===== src/hdl/lipi_pkg.sv =====
// Constants and types for the local interrupt pin interface.
// Assumes one core clock; every pin arrives asynchronously to it.
// How it works
// [RULE1] Controller off: local input zero drives the maskable interrupt request.
// [RULE2] Controller off: local input one raises a nonmaskable interrupt.
// [RULE3] Both local inputs are asynchronous, with no timing tie to any clock.
// [RULE4] Input role changes only through a software write to controller config.
// [RULE5] Controller is enabled after reset, so inputs act as controller inputs.
// [RULE6] Messages pass serially, both ways, over the two interrupt bus data lines.
// [RULE7] System supplies one common interrupt bus clock to all bus agents.
// [RULE8] Each asynchronous input passes two flip-flops before any logic reads it.
package lipi_pkg;
    localparam int LIPI_MSG_W = 32;
    localparam int LIPI_SYNC_STAGES = 2;
    localparam logic LIPI_CTRL_EN_RST = 1'b1;
    localparam logic [1:0] LIPI_BUS_IDLE = 2'h3;
    localparam logic [1:0] LIPI_BUS_START = 2'h0;
    localparam int LIPI_TX_START_MAX = 200;

    typedef enum logic [1:0] {
        LIPI_TX_IDLE,
        LIPI_TX_START,
        LIPI_TX_DATA
    } lipi_tx_state_t;

    typedef enum logic [1:0] {
        LIPI_RX_IDLE,
        LIPI_RX_DATA
    } lipi_rx_state_t;
endpackage


===== src/hdl/lipi_msg_if.sv =====
// Carrier between the pin interface top and its serial message engine.
// Assumes both ends run on the same core clock.
`timescale 1ns/10ps
interface lipi_msg_if #(
    parameter int MSG_W = 32
);
    logic tx_valid;
    logic tx_ready;
    logic [MSG_W-1:0] tx_data;
    logic rx_valid;
    logic [MSG_W-1:0] rx_data;
    logic clk_rise;
    logic clk_fall;
    logic [1:0] bus_in;
    logic [1:0] bus_oe;

    modport top (
        output tx_valid,
        input tx_ready,
        output tx_data,
        input rx_valid,
        input rx_data,
        output clk_rise,
        output clk_fall,
        output bus_in,
        input bus_oe
    );

    modport serdes (
        input tx_valid,
        output tx_ready,
        input tx_data,
        output rx_valid,
        output rx_data,
        input clk_rise,
        input clk_fall,
        input bus_in,
        output bus_oe
    );
endinterface


===== src/hdl/lipi_msg_serdes.sv =====
// Serial message engine for the two-line open-drain interrupt bus.
// Assumes bus clock edges and line levels arrive already synchronised.
`timescale 1ns/10ps
module lipi_msg_serdes
    import lipi_pkg::*;
#(
    parameter int MSG_W = LIPI_MSG_W
) (
    input wire logic ref_clk_i,
    input wire logic reset_i,
    lipi_msg_if.serdes msg
);
    localparam int PAIRS = MSG_W / 2;
    localparam int CNT_W = $clog2(PAIRS + 1);
    localparam logic [CNT_W-1:0] LAST_PAIR = CNT_W'(PAIRS - 1);

    // Pairs go out two bits at a time, so an odd width cannot be framed
    if (MSG_W < 4 || (MSG_W % 2) != 0) begin : g_bad_width
        $error("Message width must be even and at least 4");
    end

    lipi_tx_state_t tx_state_ff, nxt_tx_state;
    logic [MSG_W-1:0] tx_shift_ff, nxt_tx_shift;
    logic [CNT_W-1:0] tx_cnt_ff, nxt_tx_cnt;
    logic [1:0] oe_ff, nxt_oe;
    lipi_rx_state_t rx_state_ff, nxt_rx_state;
    logic [MSG_W-1:0] rx_shift_ff, nxt_rx_shift;
    logic [CNT_W-1:0] rx_cnt_ff, nxt_rx_cnt;
    logic [MSG_W-1:0] rx_data_ff, nxt_rx_data;
    logic rx_valid_ff, nxt_rx_valid;

    // Start only while the receiver is idle; no arbitration against other agents
    assign msg.tx_ready = (tx_state_ff == LIPI_TX_IDLE) && (rx_state_ff == LIPI_RX_IDLE);
    assign msg.bus_oe = oe_ff;
    assign msg.rx_valid = rx_valid_ff;
    assign msg.rx_data = rx_data_ff;

    // Transmit: lines change on bus clock falls; a 0 is driven, a 1 released
    always_comb begin
        nxt_tx_state = tx_state_ff;
        nxt_tx_shift = tx_shift_ff;
        nxt_tx_cnt = tx_cnt_ff;
        nxt_oe = oe_ff;
        case (tx_state_ff)
            LIPI_TX_IDLE: begin
                nxt_oe = 2'h0;
                if (msg.tx_valid && msg.tx_ready) begin
                    nxt_tx_shift = msg.tx_data;
                    nxt_tx_state = LIPI_TX_START;
                end
            end
            LIPI_TX_START: begin
                if (msg.clk_fall) begin
                    nxt_oe = ~LIPI_BUS_START; // RULE6
                    nxt_tx_cnt = '0;
                    nxt_tx_state = LIPI_TX_DATA;
                end
            end
            default: begin
                if (msg.clk_fall) begin
                    if (tx_cnt_ff == CNT_W'(PAIRS)) begin
                        nxt_oe = 2'h0;
                        nxt_tx_state = LIPI_TX_IDLE;
                    end else begin
                        nxt_oe = ~tx_shift_ff[MSG_W-1 -: 2]; // RULE6
                        nxt_tx_shift = {tx_shift_ff[MSG_W-3:0], 2'h0};
                        nxt_tx_cnt = tx_cnt_ff + CNT_W'(1);
                    end
                end
            end
        endcase
    end

    // Receive: sample on bus clock rises; both lines low while idle marks a start
    always_comb begin
        nxt_rx_state = rx_state_ff;
        nxt_rx_shift = rx_shift_ff;
        nxt_rx_cnt = rx_cnt_ff;
        nxt_rx_data = rx_data_ff;
        nxt_rx_valid = 1'b0;
        case (rx_state_ff)
            LIPI_RX_IDLE: begin
                if (msg.clk_rise && msg.bus_in == LIPI_BUS_START
                    && tx_state_ff == LIPI_TX_IDLE) begin
                    nxt_rx_cnt = '0;
                    nxt_rx_state = LIPI_RX_DATA;
                end
            end
            default: begin
                if (msg.clk_rise) begin
                    nxt_rx_shift = {rx_shift_ff[MSG_W-3:0], msg.bus_in}; // RULE6
                    nxt_rx_cnt = rx_cnt_ff + CNT_W'(1);
                    if (rx_cnt_ff == LAST_PAIR) begin
                        nxt_rx_data = {rx_shift_ff[MSG_W-3:0], msg.bus_in};
                        nxt_rx_valid = 1'b1;
                        nxt_rx_state = LIPI_RX_IDLE;
                    end
                end
            end
        endcase
    end

    always_ff @(posedge ref_clk_i) begin
        if (reset_i) begin
            tx_state_ff <= LIPI_TX_IDLE;
            tx_shift_ff <= '0;
            tx_cnt_ff <= '0;
            oe_ff <= 2'h0;
            rx_state_ff <= LIPI_RX_IDLE;
            rx_shift_ff <= '0;
            rx_cnt_ff <= '0;
            rx_data_ff <= '0;
            rx_valid_ff <= 1'b0;
        end else begin
            tx_state_ff <= nxt_tx_state;
            tx_shift_ff <= nxt_tx_shift;
            tx_cnt_ff <= nxt_tx_cnt;
            oe_ff <= nxt_oe;
            rx_state_ff <= nxt_rx_state;
            rx_shift_ff <= nxt_rx_shift;
            rx_cnt_ff <= nxt_rx_cnt;
            rx_data_ff <= nxt_rx_data;
            rx_valid_ff <= nxt_rx_valid;
        end
    end

    AST_TX_START_DRIVES_LOW: assert property ( // RULE6
        @(posedge ref_clk_i) disable iff (reset_i)
        (tx_state_ff == LIPI_TX_START && msg.clk_fall) |=> (oe_ff == 2'h3)
    ) else $error("Start of message did not pull both lines low");

    AST_RX_VALID_ONE_CYCLE: assert property ( // RULE6
        @(posedge ref_clk_i) disable iff (reset_i)
        rx_valid_ff |=> !rx_valid_ff && rx_state_ff == LIPI_RX_IDLE
    ) else $error("Received message strobe longer than one cycle");
endmodule


===== src/hdl/lipi_top.sv =====
// Local interrupt pin interface: input role steering and interrupt bus port.
// Assumes all pins are asynchronous to ref_clk_i; config writes come from
// core logic on ref_clk_i.
`timescale 1ns/10ps
module lipi_top
    import lipi_pkg::*;
#(
    parameter int MSG_W = LIPI_MSG_W
) (
    input wire logic ref_clk_i,
    input wire logic reset_i,
    input wire logic [1:0] local_interrupt_inputs_i,
    input wire logic cfg_write_i,
    input wire logic cfg_controller_enable_i,
    output logic controller_enabled_o,
    output logic local_interrupt_input_zero_o,
    output logic local_interrupt_input_one_o,
    output logic [1:0] local_interrupt_rise_o,
    output logic maskable_interrupt_request_o,
    output logic nonmaskable_interrupt_o,
    input wire logic interrupt_bus_clock_i,
    input wire logic [1:0] interrupt_bus_data_i,
    output logic [1:0] interrupt_bus_data_o,
    output logic [1:0] interrupt_bus_data_oe_o,
    input wire logic msg_tx_valid_i,
    input wire logic [MSG_W-1:0] msg_tx_data_i,
    output logic msg_tx_ready_o,
    output logic msg_rx_valid_o,
    output logic [MSG_W-1:0] msg_rx_data_o
);
    // Pins in one vector: two interrupt inputs, bus clock, two data lines
    localparam int NPIN = 5;
    // Longest wait from acceptance to start pair; one bus clock period fits easily
    localparam int START_WAIT_MAX = LIPI_TX_START_MAX;

    logic [NPIN-1:0] pin_raw;
    logic [NPIN-1:0] sync1_ff, sync2_ff;
    logic [NPIN-1:0] nxt_sync1, nxt_sync2;
    logic [1:0] lint_s, lint_prev_ff, nxt_lint_prev;
    logic clk_s, clk_prev_ff, nxt_clk_prev;
    logic en_ff, nxt_en;
    logic [1:0] lvl_ff, nxt_lvl;
    logic [1:0] rise_ff, nxt_rise;
    logic maskable_interrupt_request_ff, nxt_maskable_interrupt_request;
    logic nmi_ff, nxt_nmi;

    // The sync chain below is written out for exactly two stages
    if (MSG_W < 4 || (MSG_W % 2) != 0 || LIPI_SYNC_STAGES != 2) begin : g_bad_config
        $error("Message width must be even and at least 4, sync depth two");
    end

    lipi_msg_if #(.MSG_W(MSG_W)) msg ();

    lipi_msg_serdes #(.MSG_W(MSG_W)) u_serdes (
        .ref_clk_i(ref_clk_i),
        .reset_i(reset_i),
        .msg(msg.serdes)
    );

    assign pin_raw = {interrupt_bus_data_i, interrupt_bus_clock_i, local_interrupt_inputs_i};

    // Two flops per pin; only the second stage is read beyond here
    always_comb begin
        nxt_sync1 = pin_raw; // RULE3
        nxt_sync2 = sync1_ff; // RULE8
    end

    assign lint_s = sync2_ff[1:0];
    assign clk_s = sync2_ff[2];

    always_comb begin
        nxt_lint_prev = lint_s;
        nxt_clk_prev = clk_s;
        // Role changes only on an explicit config write
        nxt_en = cfg_write_i ? cfg_controller_enable_i : en_ff; // RULE4
        nxt_lvl = en_ff ? lint_s : 2'h0; // RULE5
        nxt_rise = en_ff ? (lint_s & ~lint_prev_ff) : 2'h0; // RULE5
        nxt_maskable_interrupt_request = !en_ff && lint_s[0]; // RULE1
        // Nonmaskable is edge-sensitive, so a held line gives one pulse
        nxt_nmi = !en_ff && lint_s[1] && !lint_prev_ff[1]; // RULE2
    end

    always_ff @(posedge ref_clk_i) begin
        if (reset_i) begin
            sync1_ff <= '0;
            sync2_ff <= '0;
            lint_prev_ff <= 2'h0;
            clk_prev_ff <= 1'b0;
            en_ff <= LIPI_CTRL_EN_RST; // RULE5
            lvl_ff <= 2'h0;
            rise_ff <= 2'h0;
            maskable_interrupt_request_ff <= 1'b0;
            nmi_ff <= 1'b0;
        end else begin
            sync1_ff <= nxt_sync1;
            sync2_ff <= nxt_sync2;
            lint_prev_ff <= nxt_lint_prev;
            clk_prev_ff <= nxt_clk_prev;
            en_ff <= nxt_en;
            lvl_ff <= nxt_lvl;
            rise_ff <= nxt_rise;
            maskable_interrupt_request_ff <= nxt_maskable_interrupt_request;
            nmi_ff <= nxt_nmi;
        end
    end

    // Bus clock edges found by sampling; the bench clock is far slower than ours
    assign msg.clk_rise = clk_s && !clk_prev_ff;
    assign msg.clk_fall = !clk_s && clk_prev_ff;
    assign msg.bus_in = sync2_ff[4:3]; // RULE6
    assign msg.tx_valid = msg_tx_valid_i;
    assign msg.tx_data = msg_tx_data_i;

    assign controller_enabled_o = en_ff;
    assign local_interrupt_input_zero_o = lvl_ff[0];
    assign local_interrupt_input_one_o = lvl_ff[1];
    assign local_interrupt_rise_o = rise_ff;
    assign maskable_interrupt_request_o = maskable_interrupt_request_ff;
    assign nonmaskable_interrupt_o = nmi_ff;
    // Open drain: only ever pulls low
    assign interrupt_bus_data_o = 2'h0;
    assign interrupt_bus_data_oe_o = msg.bus_oe;
    assign msg_tx_ready_o = msg.tx_ready;
    assign msg_rx_valid_o = msg.rx_valid;
    assign msg_rx_data_o = msg.rx_data;

    AST_MASKABLE_INTERRUPT_REQUEST_FOLLOWS_ZERO: assert property ( // RULE1
        @(posedge ref_clk_i) disable iff (reset_i)
        !en_ff ##1 !en_ff |-> maskable_interrupt_request_o == $past(lint_s[0])
    ) else $error("Maskable request does not track local input zero");

    AST_NMI_ON_RISE: assert property ( // RULE2
        @(posedge ref_clk_i) disable iff (reset_i)
        (!en_ff && lint_s[1] && !lint_prev_ff[1]) |=> nonmaskable_interrupt_o ##1
        !nonmaskable_interrupt_o
    ) else $error("Nonmaskable interrupt not a single pulse on input one rise");

    AST_LEVEL_LATENCY: assert property ( // RULE8
        @(posedge ref_clk_i) disable iff (reset_i)
        $past(en_ff) && $past(!reset_i, 3) |->
        local_interrupt_input_one_o == $past(local_interrupt_inputs_i[1], 3)
    ) else $error("Local input does not reach output after three cycles");

    AST_ASYNC_NO_GLITCH: assert property ( // RULE3
        @(posedge ref_clk_i) disable iff (reset_i)
        $changed(local_interrupt_inputs_i[0]) && en_ff ##1 en_ff |->
        $stable(local_interrupt_input_zero_o)
    ) else $error("Asynchronous input reached logic without synchronisation");

    AST_ROLE_BY_WRITE_ONLY: assert property ( // RULE4
        @(posedge ref_clk_i) disable iff (reset_i)
        !cfg_write_i |=> $stable(controller_enabled_o)
    ) else $error("Input role changed without a config write");

    AST_ENABLED_AFTER_RESET: assert property ( // RULE5
        @(posedge ref_clk_i)
        reset_i |=> controller_enabled_o && !maskable_interrupt_request_o
    ) else $error("Controller not enabled after reset");

    AST_ENABLED_BLOCKS_LEGACY: assert property ( // RULE5
        @(posedge ref_clk_i) disable iff (reset_i)
        en_ff |=> !maskable_interrupt_request_o && !nonmaskable_interrupt_o
    ) else $error("Legacy interrupt raised while controller enabled");

    // Bus checks below assume the bus clock keeps running, as every agent needs
    AST_ROLE_TAKES_WRITE: assert property ( // RULE4
        @(posedge ref_clk_i) disable iff (reset_i)
        cfg_write_i |=> controller_enabled_o == $past(cfg_controller_enable_i)
    ) else $error("Config write did not set the input role");

    AST_RISE_NEEDS_ENABLE: assert property ( // RULE5
        @(posedge ref_clk_i) disable iff (reset_i)
        (|local_interrupt_rise_o) |-> $past(en_ff)
    ) else $error("Controller edge pulse while controller disabled");

    AST_LEVELS_OFF_WHEN_DISABLED: assert property ( // RULE1
        @(posedge ref_clk_i) disable iff (reset_i)
        !$past(en_ff) |->
        !local_interrupt_input_zero_o && !local_interrupt_input_one_o
    ) else $error("Controller inputs driven while controller disabled");

    AST_NMI_SINGLE_PULSE: assert property ( // RULE2
        @(posedge ref_clk_i) disable iff (reset_i)
        nonmaskable_interrupt_o |=> !nonmaskable_interrupt_o
    ) else $error("Nonmaskable interrupt longer than one cycle");

    AST_RISE_ZERO_SINGLE_PULSE: assert property ( // RULE5
        @(posedge ref_clk_i) disable iff (reset_i)
        local_interrupt_rise_o[0] |=> !local_interrupt_rise_o[0]
    ) else $error("Edge pulse of input zero longer than one cycle");

    AST_RISE_ONE_SINGLE_PULSE: assert property ( // RULE5
        @(posedge ref_clk_i) disable iff (reset_i)
        local_interrupt_rise_o[1] |=> !local_interrupt_rise_o[1]
    ) else $error("Edge pulse of input one longer than one cycle");

    AST_IDLE_LINES_RELEASED: assert property ( // RULE6
        @(posedge ref_clk_i) disable iff (reset_i)
        msg_tx_ready_o |-> interrupt_bus_data_oe_o == ~LIPI_BUS_IDLE
    ) else $error("Bus line pulled low while no message is being sent");

    AST_READY_DROPS_ON_ACCEPT: assert property ( // RULE6
        @(posedge ref_clk_i) disable iff (reset_i)
        msg_tx_valid_i && msg_tx_ready_o |=> !msg_tx_ready_o
    ) else $error("Message accepted but sender still ready");

    AST_START_AFTER_ACCEPT: assert property ( // RULE6
        @(posedge ref_clk_i) disable iff (reset_i)
        (msg_tx_valid_i && msg_tx_ready_o) |->
        ##[1:START_WAIT_MAX] interrupt_bus_data_oe_o == 2'h3
    ) else $error("Start pair not driven after message acceptance");

    AST_RX_DATA_ONLY_WITH_VALID: assert property ( // RULE6
        @(posedge ref_clk_i) disable iff (reset_i)
        $changed(msg_rx_data_o) |-> msg_rx_valid_o
    ) else $error("Received data changed without a message strobe");

    AST_LEVEL_ZERO_LATENCY: assert property ( // RULE8
        @(posedge ref_clk_i) disable iff (reset_i)
        $past(en_ff) && $past(!reset_i, 3) |->
        local_interrupt_input_zero_o == $past(local_interrupt_inputs_i[0], 3)
    ) else $error("Local input zero does not reach output after three cycles");
endmodule


===== config.mk =====
export PLATFORM = sky130hd
export DESIGN_NAME = lipi_top
export DESIGN_NICKNAME = d
export VERILOG_FILES = /design/src/hdl/lipi_pkg.sv /design/src/hdl/lipi_msg_if.sv /design/src/hdl/lipi_msg_serdes.sv /design/src/hdl/lipi_top.sv
export SDC_FILE = /design/constraint.sdc
export NUM_CORES = 1
export LEC_CHECK = 0
export ABC_AREA = 0
export BUFFER_PORTS_ARGS = -buffer_cell sky130_fd_sc_hd__buf_2
export CAP_MARGIN = 30
export CORE_MARGIN = 3
export CORE_UTILIZATION = 58
export CTS_BUF_LIST = sky130_fd_sc_hd__clkbuf_8
export DETAILED_ROUTE_END_ITERATION = 8
export PLACE_DENSITY = 0.81
export SYNTH_ARGS = -nofsm -noshare
export SYNTH_HDL_FRONTEND = slang
export SYNTH_SLANG_ARGS = --single-unit

===== constraint.sdc =====
create_clock -name ref_clk_i -period 1.9 [get_ports ref_clk_i]
set_clock_uncertainty 0.1 [all_clocks]
set_input_delay 0.095 -clock ref_clk_i [delete_from_list [all_inputs] [get_ports ref_clk_i]]
set_output_delay 0.095 -clock ref_clk_i [all_outputs]
set_load 0.01 [all_outputs]

Word-level counts from Yosys, hierarchy flattened
Index checks and enable logic that the tools add are counted.
Cells by class
  shift operators: 0
  muxes and demuxes: 25
  bitwise logic cells: 8
  $add $sub $neg: 2
  div/mod/pow operators: 0
  eq/ne operators: 8
  reductions and logical operators: 30
  $lt $le $gt $ge: 0
  multiply operators: 0
Operators by type and width (count)
  32-bit two-way mux: 3
  32-bit one-hot mux with 2 select lines: 1
  5-bit two-way mux: 6
  2-bit two-way mux: 11
  5-bit by 1-bit adder with 5-bit output (second input constant): 2
  5-bit one-hot mux with 2 select lines: 1
  1-bit logical AND: 9
  3-bit AND reduction: 3
  2-bit inequality test (second input constant): 4
  2-bit one-hot mux with 2 select lines: 2
  4-bit AND reduction: 2
  2-bit logical NOT: 3
  2-bit AND reduction: 3
  2-bit nonzero test: 3
  5-bit by 4-bit equality test with 1-bit output (second input constant): 1
  5-bit equality test (second input constant): 1
  1-bit NOT: 5
  1-bit logical NOT: 4
  2-bit NOT: 2
  3-bit nonzero test: 1
  3-bit OR reduction: 1
  2-bit bitwise AND: 1
  2-bit by 1-bit equality test with 1-bit output (second input constant): 1
  2-bit by 1-bit inequality test with 1-bit output (second input constant): 1
  other kinds (2): 2
Word-level totals
  output and inout bits: 45
  word-level logic and storage cells: 91
  bits in read-only memories: 0
  memories kept: 0
  input port bits: 42
  register bits after elaboration: 131
  bits in latches: 0
  RAM bits: 0

Logic depth before layout (Yosys ltp)
  depth after elaboration: 6
  depth in mapped cells: 8
  gate-level depth less buffers: 6

Hierarchy
A second synthesis with hierarchy kept.
Second synthesis, totals
  cell total of the unflattened synthesis: 497
  area total of the unflattened synthesis: 5178.7 um^2
By module, submodules not included
  lipi_msg_serdes: area an instance 4585.6 um^2, seq. area each 2202.1 um^2, cells an instance 450, instances 1
  lipi_top: area an instance 593.1 um^2, seq. area each 400.4 um^2, cells an instance 47, instances 1

Worst setup path before layout
OpenSTA, ideal clock, no wires.
  kind: register to register
  start point: reg u_serdes.tx_cnt_ff[0]
  end point: reg u_serdes.tx_shift_ff[14]
  setup time: 121 ps
  data required time: 1679 ps
  slack: 127 ps
  clock period less this slack: 1773 ps
  arrival time: 1552 ps
  cell stages (with the launch flop): 8
  buffers on the path: 2
  cell sequence: dfxtp_1 inv_1 ha_1 nand4bb_1 buf_2 a31oi_4 buf_2 mux2_2
On the way
  cells in the longest elaborated chain, start to end: 3
RTL lines
  start: declaration: line lipi_msg_serdes.sv:24  | logic [CNT_W-1:0] tx_cnt_ff, nxt_tx_cnt;
  start signal: assignment: line lipi_msg_serdes.sv:117  | tx_cnt_ff <= nxt_tx_cnt;
  5-bit equality test: line lipi_msg_serdes.sv:61  | if (tx_cnt_ff == CNT_W'(PAIRS)) begin
  2-bit by 1-bit inequality test with 1-bit output (no line)
  4-bit AND reduction (no line)
  end signal: assignment: line lipi_msg_serdes.sv:116  | tx_shift_ff <= nxt_tx_shift;
  end: declaration: line lipi_msg_serdes.sv:23  | logic [MSG_W-1:0] tx_shift_ff, nxt_tx_shift;
Every way passes these cells.
A chain may end at the register's enable or synchronous reset.

Final worst setup path
  start point: reg u_serdes.tx_cnt_ff[1]
  end point: reg u_serdes.tx_shift_ff[4]
The elaborated chain is that of the path after synthesis.

==> impl_results.rst <==
.. list-table::
   :header-rows: 1

   * - Metric
     - Value
   * - Commonest cells in the netlist
     - 130 x dfxtp_1, 129 x nand2_1, 100 x a21oi_1, 48 x nor2b_1, 37 x o21ai_0
   * - Fill cell count
     - 612
   * - Number of synthesized flops with an enable pin
     - 0
   * - Cells along the critical path
     - inv_1 > ha_2 > nand4bb_4 > a31oi_4 > clkbuf_16 > mux2_2
   * - Global-route wire length before repair
     - 18990 microns
   * - Critical Path Start Type
     - flop
   * - Stage delay of the slowest cell on the critical path
     - 0.34 ns
   * - Layout cell share with drive strength beyond 1
     - 27.43%
   * - Cell area after synthesis
     - 0.005507 sq mm
   * - Total leakage power
     - 2.616 nW
   * - Pin slew with the least headroom to its limit
     - 0.6230 ns
   * - Count of TritonRoute iterations in the first routing pass
     - 5
   * - Worst setup path startpoint
     - u_serdes.tx_cnt_ff[1]
   * - Total clock buffers created by CTS
     - 17
   * - Final-stage net count
     - 763
   * - Post-synthesis sequential area ratio
     - 47.26%
   * - FF/Latch Area
     - 0.002609 sq mm
   * - Fraction of synthesized cell area taken by the top area cell type
     - 47.26%
   * - RSZ-0062 raised after global routing
     - no
   * - Endpoints failing hold
     - 0
   * - Via count of the first global-routing pass
     - 4109
   * - Clock Sink Count
     - 130
   * - Cell row count
     - 34
   * - Setup tns final
     - 0 ns
   * - Post-route fraction of the period consumed by the critical path
     - 95.14%
   * - Worst Path Arrival
     - 2.02 ns
   * - Reg-to-reg critical path startpoint
     - u_serdes.tx_cnt_ff[1]
   * - Predominant post-synthesis flop cell
     - dfxtp_1
   * - Layout-stage area growth over the synthesis result
     - 21.93%
   * - DRC Markers
     - 0
   * - Max transition margin
     - 57.90%
   * - Power density of the placed cells
     - 879.3 mW/mm^2
   * - Number of top-level design ports
     - 87
   * - Effective utilization at floorplan
     - 61.35%
   * - Area of the multi-input gates
     - 0.002645 sq mm
   * - All-layer global routing usage
     - 22.41%
   * - Die span in y
     - 103.4 microns
   * - Clock root buffer
     - clkbuf_8
   * - Post-detailed-placement cell area
     - 0.006047 sq mm
   * - Max frequency
     - 553.2 MHz
   * - Mean post-synth cell area
     - 8.631 sq um
   * - Highest net fanout along the worst path
     - 8
   * - Ys Warns
     - 0
   * - Gr ovfl total
     - 0
   * - Number of DRC markers after the initial detailed-route iteration
     - 242
   * - Count of antenna-violating nets left after detailed routing
     - 0
   * - Number of distinct library cells after synthesis
     - 48
   * - Number of H-tree levels
     - 4
   * - Final count of negative-setup-slack endpoints
     - 0
   * - Max Slew Vio Count
     - 0
   * - Fraction of registers with async set or reset after synthesis
     - 0%
   * - N_diodes
     - 0
   * - Number of synthesized register bits
     - 130
   * - Horiz. Die Dim
     - 103.4 microns
   * - DR vias
     - 4626
   * - Port Buffer Count
     - 84
   * - Path type of the worst setup path
     - flop to flop
   * - Core box area
     - 0.008976 sq mm
   * - Total Routed Length
     - 12290 microns
   * - Die outline area
     - 0.01070 sq mm
   * - Synthesized instance count
     - 638
   * - Library cell occupying the most area in the post-synthesis netlist
     - dfxtp_1
   * - Source-to-sink clock delay at the later pin of the worst-skew pair
     - 0.44 ns
   * - Cell with the most instances after synthesis
     - dfxtp_1
   * - Buffer levels on the longest clock path
     - 2
   * - Worst setup path end
     - u_serdes.tx_shift_ff[4]
   * - Maximum VDD drop
     - 0.6393 mV
   * - Worst-case reg-to-reg path depth
     - 6
   * - TritonCTS clock tree
     - done
   * - Result of the run
     - completed
   * - Time the worst path needs with I/O delays and setup
     - 1.808 ns
   * - Sum of net half-perimeters after detailed placement
     - 7059 microns
   * - Hold crit path type
     - primary input to flop
   * - # Max-Cap Violations
     - 0
   * - Cell types with the largest area share after synthesis
     - dfxtp_1 47%, a21oi_1 9.1%, nand2_1 8.8%
   * - Crit path required time
     - 2.12 ns
   * - GPL Wtd Cong
     - 0.7955
   * - Setup slack on the worst flop-to-flop path
     - 0.09 ns
   * - Clock-pin slew on the worst setup and hold paths
     - 0.08 ns
   * - Area of all placed cells without fillers
     - 0.006714 sq mm
   * - Destination of the worst register-to-register timing path
     - u_serdes.tx_shift_ff[4]
   * - Sort of element at the end of the critical path
     - flop
   * - Pin count of the biggest net entering global routing
     - 62
   * - Initial antenna violation count
     - 0
   * - WL per Instance
     - 14.38 microns
   * - Max stage delay cell, worst path
     - dfxtp_1
   * - Per-cell via count in the routed design
     - 5.411
[cell families (layout without fill, tap and decap cells)]
logic type      after synthesis  after routing  synth area share (%)
compound gates              155            155                 15.54
fa+ha+maj                     4              4                0.9089
buf+inv                      65            155                 5.135
flops                       130            130                 47.26
mux                          35             35                 6.999
other cells                   1              2               0.06810
simple gates                248            248                 24.09
[cells in the final DEF (no fill, tap or decap), types with 7 or more instances in the layout]
cell type	instances
buf_4	10
o21ai_0	37
nor2b_1	48
dfxtp_1	125
nand2_1	129
mux2_2	20
mux2i_1	7
buf_2	83
dlygate4sd3_1	12
clkbuf_8	17
mux2_1	8
buf_12	7
inv_1	7
nand3_1	7
a21oi_1	100
or3b_2	29
[where the power goes]
part / switching, mW / internal, mW
registers: 0.0368 / 2.80
clock network: 1.12 / 1.44
logic: 0.246 / 0.261
total: 1.40 / 4.50
[layout make-up]
| class | count | area share, % |
|---|---|---|
| clock buffer | 17 | 3.485 |
| clock inverter | 14 | 3.000 |
| inverter | 8 | 0.4473 |
| multi-input combinational | 444 | 39.40 |
| sequential | 130 | 38.86 |
| tap | 126 | 2.348 |
| timing repair buffer | 116 | 12.47 |
[state kept, by name, indices dropped and copies added, names as in the netlist, 2 cells and up]
register                count
u_serdes.msg.rx_data       32
lvl_ff                      2
u_serdes.rx_cnt_ff          5
nxt_sync2                   5
u_serdes.rx_shift_ff       30
lint_prev_ff                2
sync2_ff                    5
u_serdes.tx_shift_ff       32
u_serdes.msg.bus_oe         2
local_interrupt_rise_o      2
u_serdes.tx_state_ff        2
u_serdes.tx_cnt_ff          5
[how the worst min path moves through the flow]
stage | from | end | slack, ns | cells past startpoint
after floorplan | reset_i | lint_prev_ff[1] | 0.08 | 1
after global placement | interrupt_bus_clock_i | nxt_sync2[2] | 0.20 | 2
after detailed placement | interrupt_bus_clock_i | nxt_sync2[2] | 0.21 | 2
after CTS | msg_tx_data_i[18] | u_serdes.tx_shift_ff[18] | 0.15 | 4
after global routing | msg_tx_data_i[21] | u_serdes.tx_shift_ff[21] | 0.17 | 4
final | msg_tx_data_i[18] | u_serdes.tx_shift_ff[18] | 0.17 | 4
[stage by stage]
step           utilization [%]  hold WS (ns)  cells  power, mW  setup WS [ns]
6_report                 74.80        0.1748    855      5.904        0.09236
4_1_cts                  73.56        0.1540    851      5.896         0.1022
3_5_place_dp             67.37        0.2106    808      3.337         0.1330
5_1_grt                  74.80        0.1715    855      6.109        0.01500
3_3_place_gp             67.37        0.2021    808      3.320         0.2075
2_1_floorplan                -       0.08114    639      3.222         0.1275
[worst max-delay path, delay by kind of cell (launching register included)]
family	cells	cell delay (ns)
DFF	1	0.34
muxes	1	0.33
and+or+nand+nor	1	0.12
AOI/OAI and AO/OA	1	0.31
buffers and inverters	2	0.30
adders and majority gates	1	0.19
[per-layer routing]
metal | vias up | part of all wire (%) | routed length [microns] | global-route usage (%)
met4 | 0 | 1.0 | 127 | 7.769
met1 | 2175 | 45 | 5522 | 28.80
met2 | 118 | 49 | 6080 | 36.52
met5 | - | 0 | 0 | 0
li1 | 2318 | - | - | -
met3 | 15 | 4.6 | 563 | 5.969
[what timing repair did]
action	CTS	global route
hold endpoints to repair	16	0
resized for setup	0	8
setup endpoints to repair	0	22
hold buffers	12	0
buffers inserted	0	0
No activity file was read; power rests on OpenSTA's default activity.
